### config.mk
export PLATFORM = sky130hd
export DESIGN_NAME = asu_channel
export DESIGN_NICKNAME = d
export VERILOG_FILES = /design/src/verilog/asu_pkg.sv /design/src/verilog/asu_channel.sv
export SDC_FILE = /design/constraint.sdc
export NUM_CORES = 1
export LEC_CHECK = 0
export ABC_AREA = 1
export BUFFER_PORTS_ARGS = -buffer_cell sky130_fd_sc_hd__buf_4
export CORE_MARGIN = 4
export CORE_UTILIZATION = 28
export CTS_CLUSTER_SIZE = 10
export DETAILED_ROUTE_END_ITERATION = 16
export GPL_TIMING_DRIVEN = 0
export SLEW_MARGIN = 20
export SYNTH_ARGS = -nofsm -noshare
export SYNTH_HDL_FRONTEND = slang
export SYNTH_SLANG_ARGS = --single-unit
### constraint.sdc
create_clock -name clk_i -period 3.57 [get_ports clk_i]
set_input_delay 0.1785 -clock clk_i [delete_from_list [all_inputs] [get_ports clk_i]]
set_output_delay 0.1785 -clock clk_i [all_outputs]
set_load 0.01 [all_outputs]
### src/verilog/asu_pkg.sv
// Constants shared by the serial channel: register map, field positions,
// command codes and sampling counts.
// Assumes a 32-bit classic Wishbone slave with byte addresses.
package asu_pkg;
  // ----------------------------------------------------------------------
  // Register byte offsets
  // ----------------------------------------------------------------------
  localparam logic [4:0] ADR_MODE = 5'h00;
  localparam logic [4:0] ADR_STAT = 5'h04;
  localparam logic [4:0] ADR_CMD = 5'h08;
  localparam logic [4:0] ADR_BUF = 5'h0C;
  // ----------------------------------------------------------------------
  // Mode register fields
  // ----------------------------------------------------------------------
  localparam int MB_LEN = 0;
  localparam int MB_PEN = 2;
  localparam int MB_PODD = 3;
  localparam int MB_STOP2 = 4;
  localparam int MB_BLOCK = 5;
  localparam int MB_FFIRQ = 6;
  localparam int MB_RXRTS = 7;
  localparam int MB_TXRTS = 8;
  localparam int MB_CTSEN = 9;
  localparam int MB_X16 = 10;
  localparam int MODE_W = 11;
  localparam logic [10:0] MODE_RST = 11'h000;
  // ----------------------------------------------------------------------
  // Command register fields and codes
  // ----------------------------------------------------------------------
  localparam int CB_RX = 0;
  localparam int CB_TX = 2;
  localparam int CB_MISC = 4;
  localparam logic [1:0] CMD_EN = 2'h1;
  localparam logic [1:0] CMD_DIS = 2'h2;
  localparam logic [2:0] MC_RST_RX = 3'h1;
  localparam logic [2:0] MC_RST_TX = 3'h2;
  localparam logic [2:0] MC_RST_ERR = 3'h3;
  localparam logic [2:0] MC_BRK_ON = 3'h4;
  localparam logic [2:0] MC_BRK_OFF = 3'h5;
  localparam logic [2:0] MC_RTS_ON = 3'h6;
  localparam logic [2:0] MC_RTS_OFF = 3'h7;
  // ----------------------------------------------------------------------
  // Receive entry layout, FIFO and sampling counts
  // ----------------------------------------------------------------------
  localparam int EN_PE = 8;
  localparam int EN_FE = 9;
  localparam int EN_BRK = 10;
  localparam logic [1:0] FIFO_LAST = 2'h2;
  localparam logic [1:0] FIFO_FULL = 2'h3;
  localparam logic [3:0] X16_HALF = 4'h7;
  localparam logic [3:0] X16_LAST = 4'hF;
endpackage : asu_pkg
### src/verilog/asu_channel.sv
// One asynchronous serial channel: transmitter, receiver, three-entry
// receive FIFO and a classic Wishbone register slave.
// Assumes sclk_i is the programmed bit clock (1x or 16x) from outside.
//
// Design decisions made here: register access over Wishbone and the register offsets.
`timescale 1ns/10ps
module asu_channel import asu_pkg::*; (
  input wire logic clk_i,
  input wire logic rst_i,
  input wire logic ce_i,
  input wire logic wb_cyc_i,
  input wire logic wb_stb_i,
  input wire logic wb_we_i,
  input wire logic [4:0] wb_adr_i,
  input wire logic [3:0] wb_sel_i,
  input wire logic [31:0] wb_dat_i,
  output logic [31:0] wb_dat_o,
  output logic wb_ack_o,
  input wire logic sclk_i,
  input wire logic rx_serial_in_i,
  input wire logic clear_to_send_in_n_i,
  output logic tx_serial_out_o,
  output logic request_to_send_out_n_o,
  output logic rx_int_o
);
  typedef enum logic [2:0] {TX_IDLE, TX_START, TX_DATA, TX_PAR,
                            TX_STOP} asu_tx_t;
  typedef enum logic [2:0] {RX_HUNT, RX_START, RX_DATA, RX_PAR, RX_STOP,
                            RX_MARK, RX_FEW} asu_rx_t;

  // Mask of valid data bits for a 5..8 bit character
  function automatic logic [7:0] len_mask(input logic [1:0] l);
    return 8'hFF >> (2'h3 - l);
  endfunction : len_mask

  // Even parity over the valid data bits
  function automatic logic par_of(input logic [7:0] d,
                                  input logic [1:0] l);
    return ^(d & len_mask(l));
  endfunction : par_of

  // ----------------------------------------------------------------------
  // Input synchronisers and bit clock edges
  // ----------------------------------------------------------------------
  logic [2:0] sync1;
  logic [2:0] sync2;
  logic sclk_d;
  // Pins cross in through two flops; edges use only the second stage
  always_ff @(posedge clk_i) begin
    if (rst_i) begin
      sync1 <= 3'h7;
      sync2 <= 3'h7;
      sclk_d <= 1'b1;
    end else if (ce_i) begin
      sync1 <= {sclk_i, rx_serial_in_i, clear_to_send_in_n_i};
      sync2 <= sync1;
      sclk_d <= sync2[2];
    end
  end
  wire sclk_rise = sync2[2] & ~sclk_d;
  wire sclk_fall = ~sync2[2] & sclk_d;
  wire rxd = sync2[1];
  wire cts_ok = ~sync2[0];

  // ----------------------------------------------------------------------
  // Bus decode
  // ----------------------------------------------------------------------
  logic [10:0] mode;
  logic tx_en;
  logic rx_en;
  logic brk_on;
  wire wb_req = wb_cyc_i & wb_stb_i & ~wb_ack_o;
  wire wr = wb_req & wb_we_i;
  wire rd = wb_req & ~wb_we_i;
  wire wr_mode = wr & (wb_adr_i == ADR_MODE);
  wire wr_cmd = wr & wb_sel_i[0] & (wb_adr_i == ADR_CMD);
  wire wr_buf = wr & wb_sel_i[0] & (wb_adr_i == ADR_BUF);
  wire rd_buf = rd & (wb_adr_i == ADR_BUF);
  wire rd_stat = rd & (wb_adr_i == ADR_STAT);
  wire [1:0] cmd_rx = wr_cmd ? wb_dat_i[CB_RX +: 2] : 2'h0;
  wire [1:0] cmd_tx = wr_cmd ? wb_dat_i[CB_TX +: 2] : 2'h0;
  wire [2:0] cmd_mc = wr_cmd ? wb_dat_i[CB_MISC +: 3] : 3'h0;
  wire rst_rx = (cmd_mc == MC_RST_RX);
  wire rst_tx = (cmd_mc == MC_RST_TX);
  wire [1:0] len = mode[MB_LEN +: 2];
  wire x16 = mode[MB_X16];

  // Mode register, byte lanes 0 and 1
  always_ff @(posedge clk_i) begin
    if (rst_i) begin
      mode <= MODE_RST;
    end else if (ce_i && wr_mode) begin
      if (wb_sel_i[0]) mode[7:0] <= wb_dat_i[7:0];
      if (wb_sel_i[1]) mode[10:8] <= wb_dat_i[10:8];
    end
  end

  // Enables and break; a reset command also disables its half
  always_ff @(posedge clk_i) begin
    if (rst_i) begin
      tx_en <= 1'b0;
      rx_en <= 1'b0;
      brk_on <= 1'b0;
    end else if (ce_i) begin
      if (cmd_tx == CMD_EN) tx_en <= 1'b1;
      if (cmd_tx == CMD_DIS || rst_tx) tx_en <= 1'b0;
      if (cmd_rx == CMD_EN) rx_en <= 1'b1;
      if (cmd_rx == CMD_DIS || rst_rx) rx_en <= 1'b0;
      if (cmd_mc == MC_BRK_ON) brk_on <= 1'b1;
      if (cmd_mc == MC_BRK_OFF || rst_tx) brk_on <= 1'b0;
    end
  end

  // ----------------------------------------------------------------------
  // Transmitter
  // ----------------------------------------------------------------------
  asu_tx_t tx_st;
  logic [7:0] thr;
  logic thr_full;
  logic [7:0] tx_sr;
  logic [2:0] tx_cnt;
  logic tx_stop2nd;
  logic [3:0] tx_div;
  logic tx_bit;
  logic tx_empty;
  logic rts_wait;
  logic [7:0] thr_sent;
  wire tx_tick = sclk_fall & (~x16 | (tx_div == X16_LAST));
  // Break owns the line, so clear-to-send is not even looked at
  wire tx_load = tx_tick & (tx_st == TX_IDLE) & thr_full & tx_en &
                 ~brk_on & (~mode[MB_CTSEN] | cts_ok);
  wire tx_last = (tx_cnt == {1'b1, len});
  wire tx_done = tx_tick & (tx_st == TX_STOP) &
                 (~mode[MB_STOP2] | tx_stop2nd);
  wire tx_ready = tx_en & ~thr_full;

  // Holding register and empty flag; the set wins over the clear
  always_ff @(posedge clk_i) begin
    if (rst_i || (ce_i && rst_tx)) begin
      thr_full <= 1'b0;
      thr <= 8'h00;
      tx_empty <= 1'b1;
    end else if (ce_i) begin
      if (wr_buf) begin
        thr <= wb_dat_i[7:0];
        thr_full <= 1'b1;
        tx_empty <= 1'b0;
      end else if (tx_load) begin
        thr_full <= 1'b0;
      end
      if (tx_done && !thr_full) tx_empty <= 1'b1;
    end
  end

  // Divider for the 16x bit clock
  always_ff @(posedge clk_i) begin
    if (rst_i || (ce_i && rst_tx)) tx_div <= 4'h0;
    else if (ce_i && sclk_fall) tx_div <= tx_div + 4'h1;
  end

  // Frame shifter; only changes on falling bit clock edges
  always_ff @(posedge clk_i) begin
    if (rst_i || (ce_i && rst_tx)) begin
      tx_st <= TX_IDLE;
      tx_bit <= 1'b1;
      tx_sr <= 8'h00;
      tx_cnt <= 3'h0;
      tx_stop2nd <= 1'b0;
    end else if (ce_i && tx_tick) begin
      unique case (tx_st)
        TX_IDLE: begin
          tx_bit <= ~tx_load;
          if (tx_load) begin
            tx_st <= TX_START;
            tx_sr <= thr;
          end
        end
        TX_START: begin
          tx_st <= TX_DATA;
          tx_bit <= tx_sr[0];
          tx_cnt <= 3'h0;
        end
        TX_DATA: begin
          tx_cnt <= tx_cnt + 3'h1;
          tx_sr <= {1'b0, tx_sr[7:1]};
          if (!tx_last) begin
            tx_bit <= tx_sr[1];
          end else if (mode[MB_PEN]) begin
            tx_st <= TX_PAR;
            tx_bit <= par_of(thr_sent, len) ^ mode[MB_PODD];
          end else begin
            tx_st <= TX_STOP;
            tx_bit <= 1'b1;
          end
        end
        TX_PAR: begin
          tx_st <= TX_STOP;
          tx_bit <= 1'b1;
        end
        TX_STOP: begin
          tx_stop2nd <= ~tx_done;
          if (tx_done) tx_st <= TX_IDLE;
        end
      endcase
    end
  end

  // Copy of the character in flight, for its parity bit
  always_ff @(posedge clk_i) begin
    if (rst_i) thr_sent <= 8'h00;
    else if (ce_i && tx_load) thr_sent <= thr;
  end

  // Line driver; break forces space regardless of frame state
  always_ff @(posedge clk_i) begin
    if (rst_i) tx_serial_out_o <= 1'b1;
    else if (ce_i) tx_serial_out_o <= tx_bit & ~brk_on;
  end

  // ----------------------------------------------------------------------
  // Receiver
  // ----------------------------------------------------------------------
  asu_rx_t rx_st;
  logic [3:0] rx_sc;
  logic [7:0] rsr;
  logic [2:0] rx_cnt;
  logic rx_zero;
  logic rx_pbit;
  logic [10:0] pend;
  logic pend_v;
  logic [1:0] cnt;
  wire [3:0] rx_lim = (rx_st == RX_DATA || rx_st == RX_PAR ||
                       rx_st == RX_STOP) ? X16_LAST : X16_HALF;
  wire smp = sclk_rise & (~x16 | (rx_sc == rx_lim));
  wire pop = rd_buf & (cnt != 2'h0);
  wire fifo_full = (cnt == FIFO_FULL);
  wire start_ok = smp & (rx_st == RX_START) & ~rxd;
  wire ovr_ev = start_ok & pend_v & fifo_full & ~pop;
  wire push = pend_v & (~fifo_full | pop);
  wire [7:0] rx_data = rsr >> (2'h3 - len);
  wire rx_fe = ~rxd;
  wire rx_brk = rx_fe & rx_zero;
  wire rx_pe = mode[MB_PEN] &
               ((par_of(rx_data, len) ^ rx_pbit) != mode[MB_PODD]);

  // Sample counter; in the mark wait any low level restarts it
  always_ff @(posedge clk_i) begin
    if (rst_i || (ce_i && rst_rx)) rx_sc <= 4'h0;
    else if (ce_i && sclk_rise) begin
      if (rx_st == RX_HUNT || smp || (rx_st == RX_MARK && !rxd))
        rx_sc <= 4'h0;
      else
        rx_sc <= rx_sc + 4'h1;
    end
  end

  // Character assembly; entries queue in pend when the FIFO is full
  always_ff @(posedge clk_i) begin
    if (rst_i || (ce_i && rst_rx)) begin
      rx_st <= RX_HUNT;
      rsr <= 8'h00;
      rx_cnt <= 3'h0;
      rx_zero <= 1'b1;
      rx_pbit <= 1'b0;
      pend <= 11'h000;
      pend_v <= 1'b0;
    end else if (ce_i) begin
      if (push || ovr_ev) pend_v <= 1'b0;
      unique case (rx_st)
        // In 1x mode the fall is seen on the system clock, so the next
        // rising bit clock edge is the resample, not a data bit
        RX_HUNT: if ((sclk_rise || !x16) && rx_en && !rxd)
          rx_st <= RX_START;
        RX_START: if (smp) begin
          rx_st <= rxd ? RX_HUNT : RX_DATA;
          rx_cnt <= 3'h0;
          rx_zero <= 1'b1;
        end
        RX_DATA: if (smp) begin
          rsr <= {rxd, rsr[7:1]};
          rx_zero <= rx_zero & ~rxd;
          rx_cnt <= rx_cnt + 3'h1;
          if (rx_cnt == {1'b1, len})
            rx_st <= mode[MB_PEN] ? RX_PAR : RX_STOP;
        end
        RX_PAR: if (smp) begin
          rx_pbit <= rxd;
          rx_zero <= rx_zero & ~rxd;
          rx_st <= RX_STOP;
        end
        RX_STOP: if (smp) begin
          pend <= {rx_brk, rx_fe, rx_pe & ~rx_brk,
                   rx_brk ? 8'h00 : rx_data};
          pend_v <= 1'b1;
          rx_st <= rx_brk ? RX_MARK : (rx_fe ? RX_FEW : RX_HUNT);
        end
        RX_MARK: if (smp && rxd) rx_st <= RX_HUNT;
        RX_FEW: if (smp) rx_st <= rxd ? RX_HUNT : RX_START;
      endcase
    end
  end

  // ----------------------------------------------------------------------
  // Receive FIFO and status
  // ----------------------------------------------------------------------
  logic [10:0] fifo [3];
  logic [1:0] rd_p;
  logic [1:0] wr_p;
  logic ovr;
  logic [2:0] acc;
  logic head_new;
  wire [10:0] head = fifo[rd_p];
  wire rx_ready = (cnt != 2'h0);
  wire [2:0] err = mode[MB_BLOCK] ? acc : head[EN_BRK:EN_PE];
  wire rst_err = (cmd_mc == MC_RST_ERR);

  // Three entries behind the shifter; push and pop may coincide
  always_ff @(posedge clk_i) begin
    if (rst_i || (ce_i && rst_rx)) begin
      rd_p <= 2'h0;
      wr_p <= 2'h0;
      cnt <= 2'h0;
    end else if (ce_i) begin
      if (push) wr_p <= (wr_p == FIFO_LAST) ? 2'h0 : wr_p + 2'h1;
      if (pop) rd_p <= (rd_p == FIFO_LAST) ? 2'h0 : rd_p + 2'h1;
      if (push && !pop) cnt <= cnt + 2'h1;
      else if (pop && !push) cnt <= cnt - 2'h1;
    end
  end

  // Entry storage, no reset: cnt guards the data and block reads, not the status error bits outside block mode
  always_ff @(posedge clk_i) begin
    if (ce_i && push) fifo[wr_p] <= pend;
  end

  // Overrun and block accumulator; a new event beats the reset-error clear, but a receiver reset wins
  always_ff @(posedge clk_i) begin
    if (rst_i) begin
      ovr <= 1'b0;
      acc <= 3'h0;
      head_new <= 1'b0;
    end else if (ce_i) begin
      head_new <= (pop & (cnt > 2'h1)) |
                  (push & ((cnt == 2'h0) | (pop & (cnt == 2'h1))));
      if (rst_err || rst_rx) begin
        ovr <= 1'b0;
        acc <= 3'h0;
      end
      if (ovr_ev && !rst_rx) ovr <= 1'b1;
      if (head_new && rx_ready && !rst_rx)
        acc <= (rst_err ? 3'h0 : acc) | head[EN_BRK:EN_PE];
    end
  end

  // ----------------------------------------------------------------------
  // Request-to-send: software, receiver flow and transmitter auto modes
  // ----------------------------------------------------------------------
  logic flow_held;
  wire flow_neg = mode[MB_RXRTS] & start_ok & fifo_full;
  wire flow_pos = mode[MB_RXRTS] & flow_held & ~fifo_full;
  wire auto_neg = rts_wait & tx_tick;
  always_ff @(posedge clk_i) begin
    if (rst_i) begin
      request_to_send_out_n_o <= 1'b1;
      flow_held <= 1'b0;
      rts_wait <= 1'b0;
    end else if (ce_i) begin
      if (cmd_mc == MC_RTS_ON || flow_pos)
        request_to_send_out_n_o <= 1'b0;
      if (cmd_mc == MC_RTS_OFF || flow_neg || auto_neg)
        request_to_send_out_n_o <= 1'b1;
      if (flow_neg) flow_held <= 1'b1;
      else if (flow_pos || rst_rx) flow_held <= 1'b0;
      if (tx_done && mode[MB_TXRTS] && !tx_en) rts_wait <= 1'b1;
      else if (auto_neg || rst_tx) rts_wait <= 1'b0;
    end
  end

  // ----------------------------------------------------------------------
  // Read data, acknowledge and receive request
  // ----------------------------------------------------------------------
  // Status: brk fe pe ovr tx_empty_flag tx_ready_flag fifo_full_flag rx_ready_flag, bit 7 down to 0
  wire [7:0] stat = {err, ovr, tx_empty, tx_ready, fifo_full, rx_ready};
  wire [31:0] rdata = (wb_adr_i == ADR_MODE) ? {21'h0, mode} :
                      (wb_adr_i == ADR_STAT) ? {24'h0, stat} :
                      (wb_adr_i == ADR_BUF && rx_ready) ?
                      {24'h0, head[7:0]} : 32'h0;
  // One wait state; unmapped or write-only addresses read as zero
  always_ff @(posedge clk_i) begin
    if (rst_i) begin
      wb_ack_o <= 1'b0;
      wb_dat_o <= 32'h0;
      rx_int_o <= 1'b0;
    end else if (ce_i) begin
      wb_ack_o <= wb_req;
      if (rd) wb_dat_o <= rdata;
      rx_int_o <= mode[MB_FFIRQ] ? fifo_full : rx_ready;
    end
  end
endmodule : asu_channel

==> results_dict.tcl, run 1 <==
set metrics [dict create \
    grt_usage_pct 13.47 \
    r2r_start "cnt[0]" \
    wl_met2_mm 9.034 \
    hold_start "wb_dat_i[8]" \
    synth_area_leaders "dfxtp_1 (32%), nand2_1 (14%), edfxtp_1 (13%), a21oi_1 (5.7%), nand3_1 (5.0%)" \
    whs_ns 0.02870 \
    r2r_end "fifo[2][6]" \
    dpl.cell_count 1416 \
    drc 0 \
    skew_ns 0.01066 \
    start_util_pct 28.76 \
    end_kind "register" \
    clock_path_buffers 2 \
    final_util_pct 34.16 \
    num_antenna_cells 0 \
    min_path_cells 3 \
    vias_per_cell 4.689 \
    setup_viol 0 \
    tritoncts "yes" \
    ctsHtreeMaxLevel 4 \
    crit_arrival_ns 2.71 \
    nNetsFinal 1161 \
    ys_dominant_reg_cell "dfxtp_1" \
    slew_violations 0 \
    period_share_pct 72.33 \
    drt_wl_total_mm 20.16 \
    hold_path_class "input pin to register" \
    hpwl_mm 15.29 \
    status "finished clean" \
    avgSynthCellArea_um2 7.438 \
    via_count 6804 \
    maxCapViolations 0 \
    ys_seq_area_share_pct 45.03 \
    worstSetupStartpointType "register" \
    grt_pass1_vias 6333 \
    synth_edf_count 33 \
    synth_top_area_share_pct 31.96 \
    grt.overflow.total 0 \
    yosysWarnings 0 \
    port_buffers 41 \
    r2r_slack_ns 0.99 \
    synth_common_cells "nand2_1 (274), dfxtp_1 (121), inv_1 (101), a21oi_1 (86), nor2_1 (80)" \
    syn_to_final_growth_pct 18.79 \
    hold_viol_final 0 \
    layout.cells.non_filler 1451 \
    drt_pass1_iterations 5 \
    antenna_found_initial 0 \
    cts.sink_count 154 \
    worst_pin_slew_ns 1.042 \
    clkTransAtPathRegs_ns 0.06 \
    tns_ns 0 \
    path_cells "inv_1, ha_1, nor2_4, nand2_1, nand2_1, nand2_1, nor2_2, inv_1, nor3_2, buf_4" \
    peakVddDrop_v 0.0003080 \
    synth_most_common_cell "nand2_1" \
    fin_crit_ns 2.582 \
    criticalPathCategory "register to register" \
    cpMaxStageDelayCell "nor3_2" \
    met1_length_mm 9.610 \
    grt_max_degree 17 \
    powerDensity_mw_per_mm2 427.1 \
    netlist_area_mm2 0.007580 \
    cts_buffers 17 \
    drive_gt1_share_pct 13.35 \
    dr.max_layer_used "met4" \
    detail_route.iter0.violations 409 \
    gp_congestion 0.8544 \
    total_power_w 0.003845 \
    cts_root_buf "clkbuf_16" \
    cp_max_fo 8 \
    cts_setup_buffers 0 \
    max_stage_delay_ns 0.41 \
    die_h_um 172.5 \
    ioPinCount 86 \
    ys_types 51 \
    hold_path_end "mode[8]" \
    async_reset_ff_share_pct 0 \
    synthCells 1019 \
    die_w_um 172.5 \
    required_ns 3.70 \
    grt_setup_unrepaired "no" \
    grt_pass1_wl_mm 32.95 \
    met3_length_um 856 \
    insertion_delay_ns 0.43 \
    num_rows 59 \
    timing.fmax_ghz 0.3873 \
    crit_top_cell "nand2_1" \
    worstRegToRegCells 10 \
    netlist.top_cell.by_area "dfxtp_1" \
    postCtsResizedCells 0 \
    coreArea_mm2 0.02635 \
    wire_per_inst_um 13.89 \
    postRouteAntennaNets 0 \
    ys_ff_latch 154 \
    cts_hold_buffers 3 \
    p_leak_nw 3.679 \
    max_slew_margin_pct 29.91 \
    die-area_mm2 0.02977 \
]
[worst max path at each step]
stage                 from          to  slack (ns)  cells past startpoint
finish              cnt[0]  fifo[2][6]        0.99                     10
global route        cnt[0]  fifo[2][6]        0.70                     10
CTS                 cnt[0]  fifo[2][6]        0.94                     10
detailed placement  cnt[0]  fifo[2][1]        0.95                     10
global placement    cnt[0]  fifo[2][1]        0.28                      9
floorplan           cnt[0]  fifo[2][0]        1.08                      9
[layout make-up]
class	count	area (um2)
inverter	109	410.4
clock buffer	19	432.9
tap	335	419.2
buffer	59	350.3
multi-input combinational	717	3486
clock inverter	13	146.4
sequential	154	3413
timing repair buffer	45	345.3
fill	2761	17350
[flip-flops by register name, summed over array words and instances (netlist names), 2 cells and up, named ones only]
| name | cells |
|---|---|
| thr | 8 |
| thr_sent | 8 |
| tx_div | 4 |
| rx_sc | 4 |
| tx_st | 3 |
| rd_p | 2 |
| tx_cnt | 3 |
| fifo | 33 |
| rx_st | 3 |
| sync1 | 3 |
| rx_cnt | 3 |
| wr_p | 2 |
| cnt | 2 |
| tx_sr | 8 |
| pend | 11 |
| sync2 | 3 |
| rsr | 8 |
| mode | 11 |
| wb_dat_o | 11 |
| acc | 3 |
[per-layer routing]
metal,GRT usage [%],vias to the layer above
met4,6.055,0
met5,0,-
met3,2.402,36
met1,17.91,3107
met2,21.49,145
li1,-,3516
[cell families after synthesis]
| kind of cell | count (synthesis) | share of synthesized area [%] |
|---|---|---|
| flops | 154 | 45.03 |
| simple gates | 494 | 28.61 |
| buf+inv | 168 | 10.04 |
| compound gates | 186 | 14.03 |
| other cells | 1 | 0.04947 |
| xor+xnor | 8 | 0.9244 |
| fa+ha+maj | 8 | 1.321 |
[worst max-delay path, delay by kind of cell, from the launching register on]
family	cells	cell delay [ns]
buf+inv	3	0.44
fa+ha+maj	1	0.30
simple gates	6	1.19
flops	1	0.38
[per-stage QoR]
step | setup WS, ns | instance area (um2)
3_5_place_dp | 0.9538 | 8394
2_1_floorplan | 1.083 | 7655
5_1_grt | 0.7038 | 9004
6_report | 0.9878 | 9004
3_3_place_gp | 0.2807 | 8382
4_1_cts | 0.9387 | 9004
[report_power, final]
group | internal [W] | switching, W
Clock | 0.00103 | 0.000737
Combinational | 0.0000931 | 0.000176
Sequential | 0.00179 | 0.0000187
Total | 0.00291 | 0.000932
[cells in the final DEF (no fill, tap or decap), types with 3 or more instances in the layout]
cell type | synthesis | layout
nand2_1 | 274 | 274
dfxtp_1 | 121 | 121
inv_1 | 101 | 101
a21oi_1 | 86 | 86
nor2_1 | 80 | 80
nand3_1 | 76 | 76
buf_4 | 23 | 65
o21ai_0 | 43 | 43
edfxtp_1 | 33 | 33
nand4_1 | 22 | 22
conb_1 | 1 | 21
clkbuf_1 | 16 | 18
clkbuf_16 | 0 | 17
buf_2 | 16 | 16
a211oi_1 | 15 | 15
o211ai_1 | 11 | 11
a31oi_1 | 9 | 9
nor3_1 | 9 | 8
ha_1 | 8 | 8
inv_2 | 6 | 6
or2_2 | 5 | 5
xor2_1 | 5 | 5
nor2_2 | 5 | 5
nand2_2 | 5 | 5
clkinv_4 | 0 | 5
o21ai_1 | 4 | 4
nand3_2 | 4 | 4
clkinvlp_4 | 0 | 4
xnor2_1 | 3 | 3
o22ai_1 | 3 | 3
o311ai_0 | 3 | 3
buf_6 | 3 | 3
o221ai_1 | 3 | 3
nand2_4 | 3 | 3
dlygate4sd3_1 | 0 | 3
(Power assumes the default switching activity.)
==> inputs of run 2 (changes only) <==
- clock period: 3.57 -> 2.7 ns (I/O delays scaled with it)
==> run 2 against run 1 <==
  * Die area unchanged
  * Wire length is 0.19% higher
  * Sequential power increased by 32%
  * Hold slack gained 0.0022 ns
  * Flip-flop and latch count did not move
  * Critical path depth is 1 lower
  * Critical endpoint is now fifo[0][9]
  * Largest cell class unchanged
==> results_dict.tcl, run 2 (same netlist as run 1, synthesis figures left out) <==
set metrics [dict create \
    cts_buffers 17 \
    nNetsFinal 1167 \
    max_slew_margin_pct 29.71 \
    slew_violations 0 \
    ctsHtreeMaxLevel 4 \
    coreArea_mm2 0.02635 \
    powerDensity_mw_per_mm2 561.5 \
    intPower_w 0.003855 \
    total_power_w 0.005090 \
    end_kind "register" \
    p_leak_nw 3.707 \
    postRouteAntennaNets 0 \
    status "finished clean" \
    hold_path_class "input pin to register" \
    power_switching_share_pct 24.25 \
    pwr-share-seq_pct 46.9 \
    drt_wl_total_mm 20.19 \
    regMostFlops "fifo" \
    peakVddDrop_v 0.0004085 \
    vias_per_cell 4.704 \
    grt_setup_unrepaired "no" \
    drive_gt1_share_pct 13.46 \
    fin_crit_ns 2.435 \
    syn_to_final_growth_pct 19.59 \
    dpl.cell_count 1416 \
    timing.fmax_ghz 0.4106 \
    pwr-share-comb_pct 7.1 \
    period_share_pct 90.20 \
    maxCapViolations 0 \
    hpwl_mm 15.29 \
    layout.cells.non_filler 1457 \
    criticalPathCategory "register to register" \
    register_area_mm2 0.003413 \
    skew_ns 0.01201 \
    hold_viol_final 0 \
    port_buffers 41 \
    num_rows 59 \
    worstSetupStartpointType "register" \
    detail_route.iter0.violations 417 \
    layout_common_cells "nand2_1 (274), dfxtp_1 (121), inv_1 (101)" \
    start_util_pct 28.76 \
    antenna_found_initial 0 \
    cts.sink_count 154 \
    clkTransAtPathRegs_ns 0.06 \
    cts_root_buf "clkbuf_16" \
    die-area_mm2 0.02977 \
    clock_path_buffers 2 \
    crit_arrival_ns 2.49 \
    grt_pass1_vias 6350 \
    setup_viol 0 \
    fillers 2751 \
    grt.overflow.total 0 \
    layout_commonest_cell "nand2_1" \
    grt_max_degree 17 \
    grt_usage_pct 13.47 \
    largest_reg_flops 33 \
    required_ns 2.76 \
    grt_pass1_wl_mm 32.99 \
    insertion_delay_ns 0.43 \
    tritoncts "yes" \
    worst_pin_slew_ns 1.045 \
    switching_power_w 0.001234 \
    num_antenna_cells 0 \
    drc 0 \
    cp_max_fo 11 \
    multi_input_area_mm2 0.003492 \
    via_count 6853 \
    ioPinCount 86 \
    p_clk_share_pct 46.0 \
    die_w_um 172.5 \
    drt_pass1_iterations 5 \
    gp_congestion 0.8544 \
    die_h_um 172.5 \
    wire_per_inst_um 13.86 \
]
[run 2: cell count changes in the layout (fill, tap and decap cells not counted)]
| cell | before | now |
|---|---|---|
| dlygate4sd3_1 | 3 | 7 |
| buf_4 | 65 | 67 |
| nor3_2 | 2 | 1 |
| nor3_4 | 1 | 2 |
[run 2: metrics by stage]
stage / cell area (um2) / util [%] / setup TNS (ns) / hold slack, ns / setup slack, ns
after global placement: 8382 / 31.80 / -6.478 / 0.3531 / -0.5893
after detailed placement: 8394 / 31.85 / 0 / 0.3527 / 0.08376
final: 9065 / 34.40 / 0 / 0.03089 / 0.2647
after floorplan: 7655 / - / 0 / 0.2613 / 0.2132
after CTS: 9044 / 34.32 / 0 / 0.01720 / 0.06874
after global routing: 9065 / 34.40 / 0 / 0.02273 / 0.05523
[run 2: power groups by stage]
stage          Sequential [W]  Combinational [W]  Clock [W]
5_1_grt               0.00239           0.000403    0.00247
3_5_place_dp          0.00244           0.000349          0
2_1_floorplan         0.00243           0.000236          0
3_3_place_gp          0.00244           0.000348          0
6_report              0.00239           0.000361    0.00234
4_1_cts               0.00239           0.000359    0.00237
[run 2: final timing paths]
check / start / depth (start not counted) / slack [ns] / to
worst max register to register: cnt[0] / 9 / 0.26 / fifo[0][9]
worst max-delay path: cnt[0] / 9 / 0.26 / fifo[0][9]
worst min-delay path: wb_dat_i[10] / 3 / 0.03 / mode[10]
worst min register to register: tx_sr[7] / 2 / 0.46 / tx_sr[7]
[run 2: area by class of cell]
cell class	instances	area share, %
clock inverter	13	1.615
clock buffer	19	4.776
inverter	109	4.527
sequential	154	37.65
tap	335	4.624
multi-input combinational	717	38.52
buffer	59	3.865
timing repair buffer	51	4.417
[run 2: layer usage]
layer / wire length [um] / track usage (%) / up-vias
li1: - / - / 3526
met1: 9614 / 17.92 / 3110
met2: 8960 / 21.51 / 179
met3: 958 / 2.380 / 38
met4: 660 / 6.055 / 0
met5: 0 / 0 / -
[run 2: repair_timing]
action,4_1_cts,5_1_grt
hold endpoints to repair,7,0
setup buffers,0,2
gates resized for setup,0,1
endpoints found under the setup margin,0,6
hold buffers,7,0
[run 2: worst max-delay path: stages (launching register included)]
cell and delay [ns]:
dfxtp_1 0.39, inv_1 0.08, ha_1 0.30, nor2_4 0.26
nand2_1 0.16, nand2_1 0.11, nand2_1 0.08, nor2_2 0.16
nand3_1 0.12, inv_1 0.41
==> inputs of run 3 (changes only) <==
- GPL_ROUTABILITY_DRIVEN: default -> 0
- GPL_TIMING_DRIVEN: 0 -> 1
==> run 3 against run 2 <==
  * Register-to-register slack gained 0.09 ns
  * Core utilization shrank 0.82 points
  * Via count shrank 1.7%
  * Critical endpoint is now fifo[1][1]
==> results_dict.tcl, run 3 (same netlist as run 1, synthesis figures left out) <==
set metrics [dict create \
    status "finished clean" \
    ioPinCount 86 \
    drive_gt1_share_pct 11.44 \
    insertion_delay_ns 0.43 \
    num_rows 59 \
    postRouteAntennaNets 0 \
    layout_commonest_cell "nand2_1" \
    end_kind "register" \
    antenna_found_initial 0 \
    criticalPathCategory "register to register" \
    tritoncts "yes" \
    slew_violations 0 \
    cpLargestDelayFamily "simple AND/OR/NAND/NOR gates" \
    wire_per_inst_um 13.54 \
    hold_viol_final 0 \
    period_share_pct 86.75 \
    ctsHtreeMaxLevel 4 \
    drt_pass1_iterations 5 \
    worstSetupStartpointType "register" \
    nNetsFinal 1120 \
    final_util_pct 33.58 \
    die_h_um 172.5 \
    layout_setup_ws_ns 0.3578 \
    met1_usage_pct 17.13 \
    skew_ns 0.01092 \
    required_ns 2.77 \
    cts_setup_buffers 0 \
    max_slew_margin_pct 59.05 \
    layout_common_cells "nand2_1 (274), dfxtp_1 (121), inv_1 (101)" \
    clock_path_buffers 2 \
    cp_max_fo 11 \
    worst_pin_slew_ns 0.6135 \
    final_area_mm2 0.008848 \
    die-area_mm2 0.02977 \
    grt.overflow.total 0 \
    cts_root_buf "clkbuf_16" \
    r2r_start "cnt[0]" \
    hpwl_mm 13.92 \
    crit_top_cell "nand2_1" \
    placed_cell_area_mm2 0.008152 \
    busiest_layer "met2" \
    grt_pass1_vias 6009 \
    worstRegToRegCells 9 \
    fin_crit_ns 2.342 \
    p_leak_nw 3.577 \
    cts.sink_count 154 \
    peakVddDrop_v 0.0003945 \
    largest_reg_flops 33 \
    timing.fmax_ghz 0.4270 \
    via_count 6739 \
    path_cells "inv_1, ha_1, nor2_4, nand2_1, nand2_1, nand2_1, nor2_2, nand3_1, inv_1" \
    drc 0 \
    syn_to_final_growth_pct 16.74 \
    regMostFlops "fifo" \
    crit_arrival_ns 2.41 \
    detail_route.iter0.violations 419 \
    coreArea_mm2 0.02635 \
    start_util_pct 28.76 \
    hold_start "wb_dat_i[10]" \
    grt_setup_unrepaired "no" \
    tns_ns 0 \
    hold_path_class "input pin to register" \
    drt_wl_total_mm 19.09 \
    setup_viol 0 \
    powerDensity_mw_per_mm2 594.0 \
    grt_use_met3_pct 2.533 \
    cp-startpoint "cnt[0]" \
    max_stage_delay_ns 0.38 \
    num_antenna_cells 0 \
    port_buffers 41 \
    cpMaxStageDelayCell "dfxtp_1" \
    clkTransAtPathRegs_ns 0.06 \
    whs_ns 0.02659 \
    crit_buf_inv 2 \
    grt_max_degree 32 \
    vias_per_cell 4.779 \
    min_path_cells 3 \
    grt_pass1_wl_mm 31.02 \
    grtUsageMet2_pct 19.73 \
    maxCapViolations 0 \
    place_ws_ns 0.3457 \
    die_w_um 172.5 \
    path_depth 9 \
    cts_buffers 17 \
    grt_usage_pct 12.55 \
]
run 3: changes by cell type in the layout (fill, tap and decap cells not counted), sizes merged:
cell	before	now
buf	87	57
bufinv	2	3
clkbuf	35	20
clkinv	8	7
clkinvlp	4	1
dlygate4sd3	7	6
inv	108	110
run 3: layer usage:
| metal | wire length (um) | up-vias |
|---|---|---|
| met4 | 464 | 0 |
| met3 | 915 | 34 |
| met5 | 0 | - |
| li1 | - | 3434 |
| met2 | 8442 | 185 |
| met1 | 9262 | 3086 |
run 3: path summary, 6_finish.rpt:
| kind | to | slack (ns) |
|---|---|---|
| max | fifo[1][1] | 0.36 |
| min reg2reg | sync1[0] | 0.46 |
| max reg2reg | fifo[1][1] | 0.36 |
| min | mode[10] | 0.03 |
run 3: stage by stage:
| step | power [W] | instances |
|---|---|---|
| 2_1_floorplan | 0.002669 | 1039 |
| 3_3_place_gp | 0.002757 | 1372 |
| 3_5_place_dp | 0.002758 | 1372 |
| 4_1_cts | 0.005299 | 1410 |
| 5_1_grt | 0.005443 | 1410 |
| 6_report | 0.005256 | 1410 |
run 3: worst reg2reg max path, stage by stage, from the launching register on:
cell	delay [ns]
dfxtp_1	0.38
inv_1	0.08
ha_1	0.29
nor2_4	0.25
nand2_1	0.16
nand2_1	0.11
nand2_1	0.08
nor2_2	0.16
nand3_1	0.11
inv_1	0.37
run 3: timing repair:
item,4_1_cts,5_1_grt
endpoints found under the setup margin,0,0
hold buffers,6,0
resized for setup,0,0
endpoints found under the hold margin,6,0
run 3: area by class of cell:
class,count,area (um2)
Fill cell,2743,17510
Multi-Input combinational cell,717,3481
Timing Repair Buffer,63,488.0
Inverter,109,410.4
Sequential cell,154,3413
Tap cell,335,419.2
Clock buffer,20,478.0
Clock inverter,12,158.9
run 3: power by group:
part / total (W) / leakage (nW) / internal (W) / switching, W
combinational: 0.000329 / 1.95 / 0.000104 / 0.000224
sequential: 0.00239 / 1.32 / 0.00236 / 0.0000253
clock: 0.00254 / 0.310 / 0.00157 / 0.000972
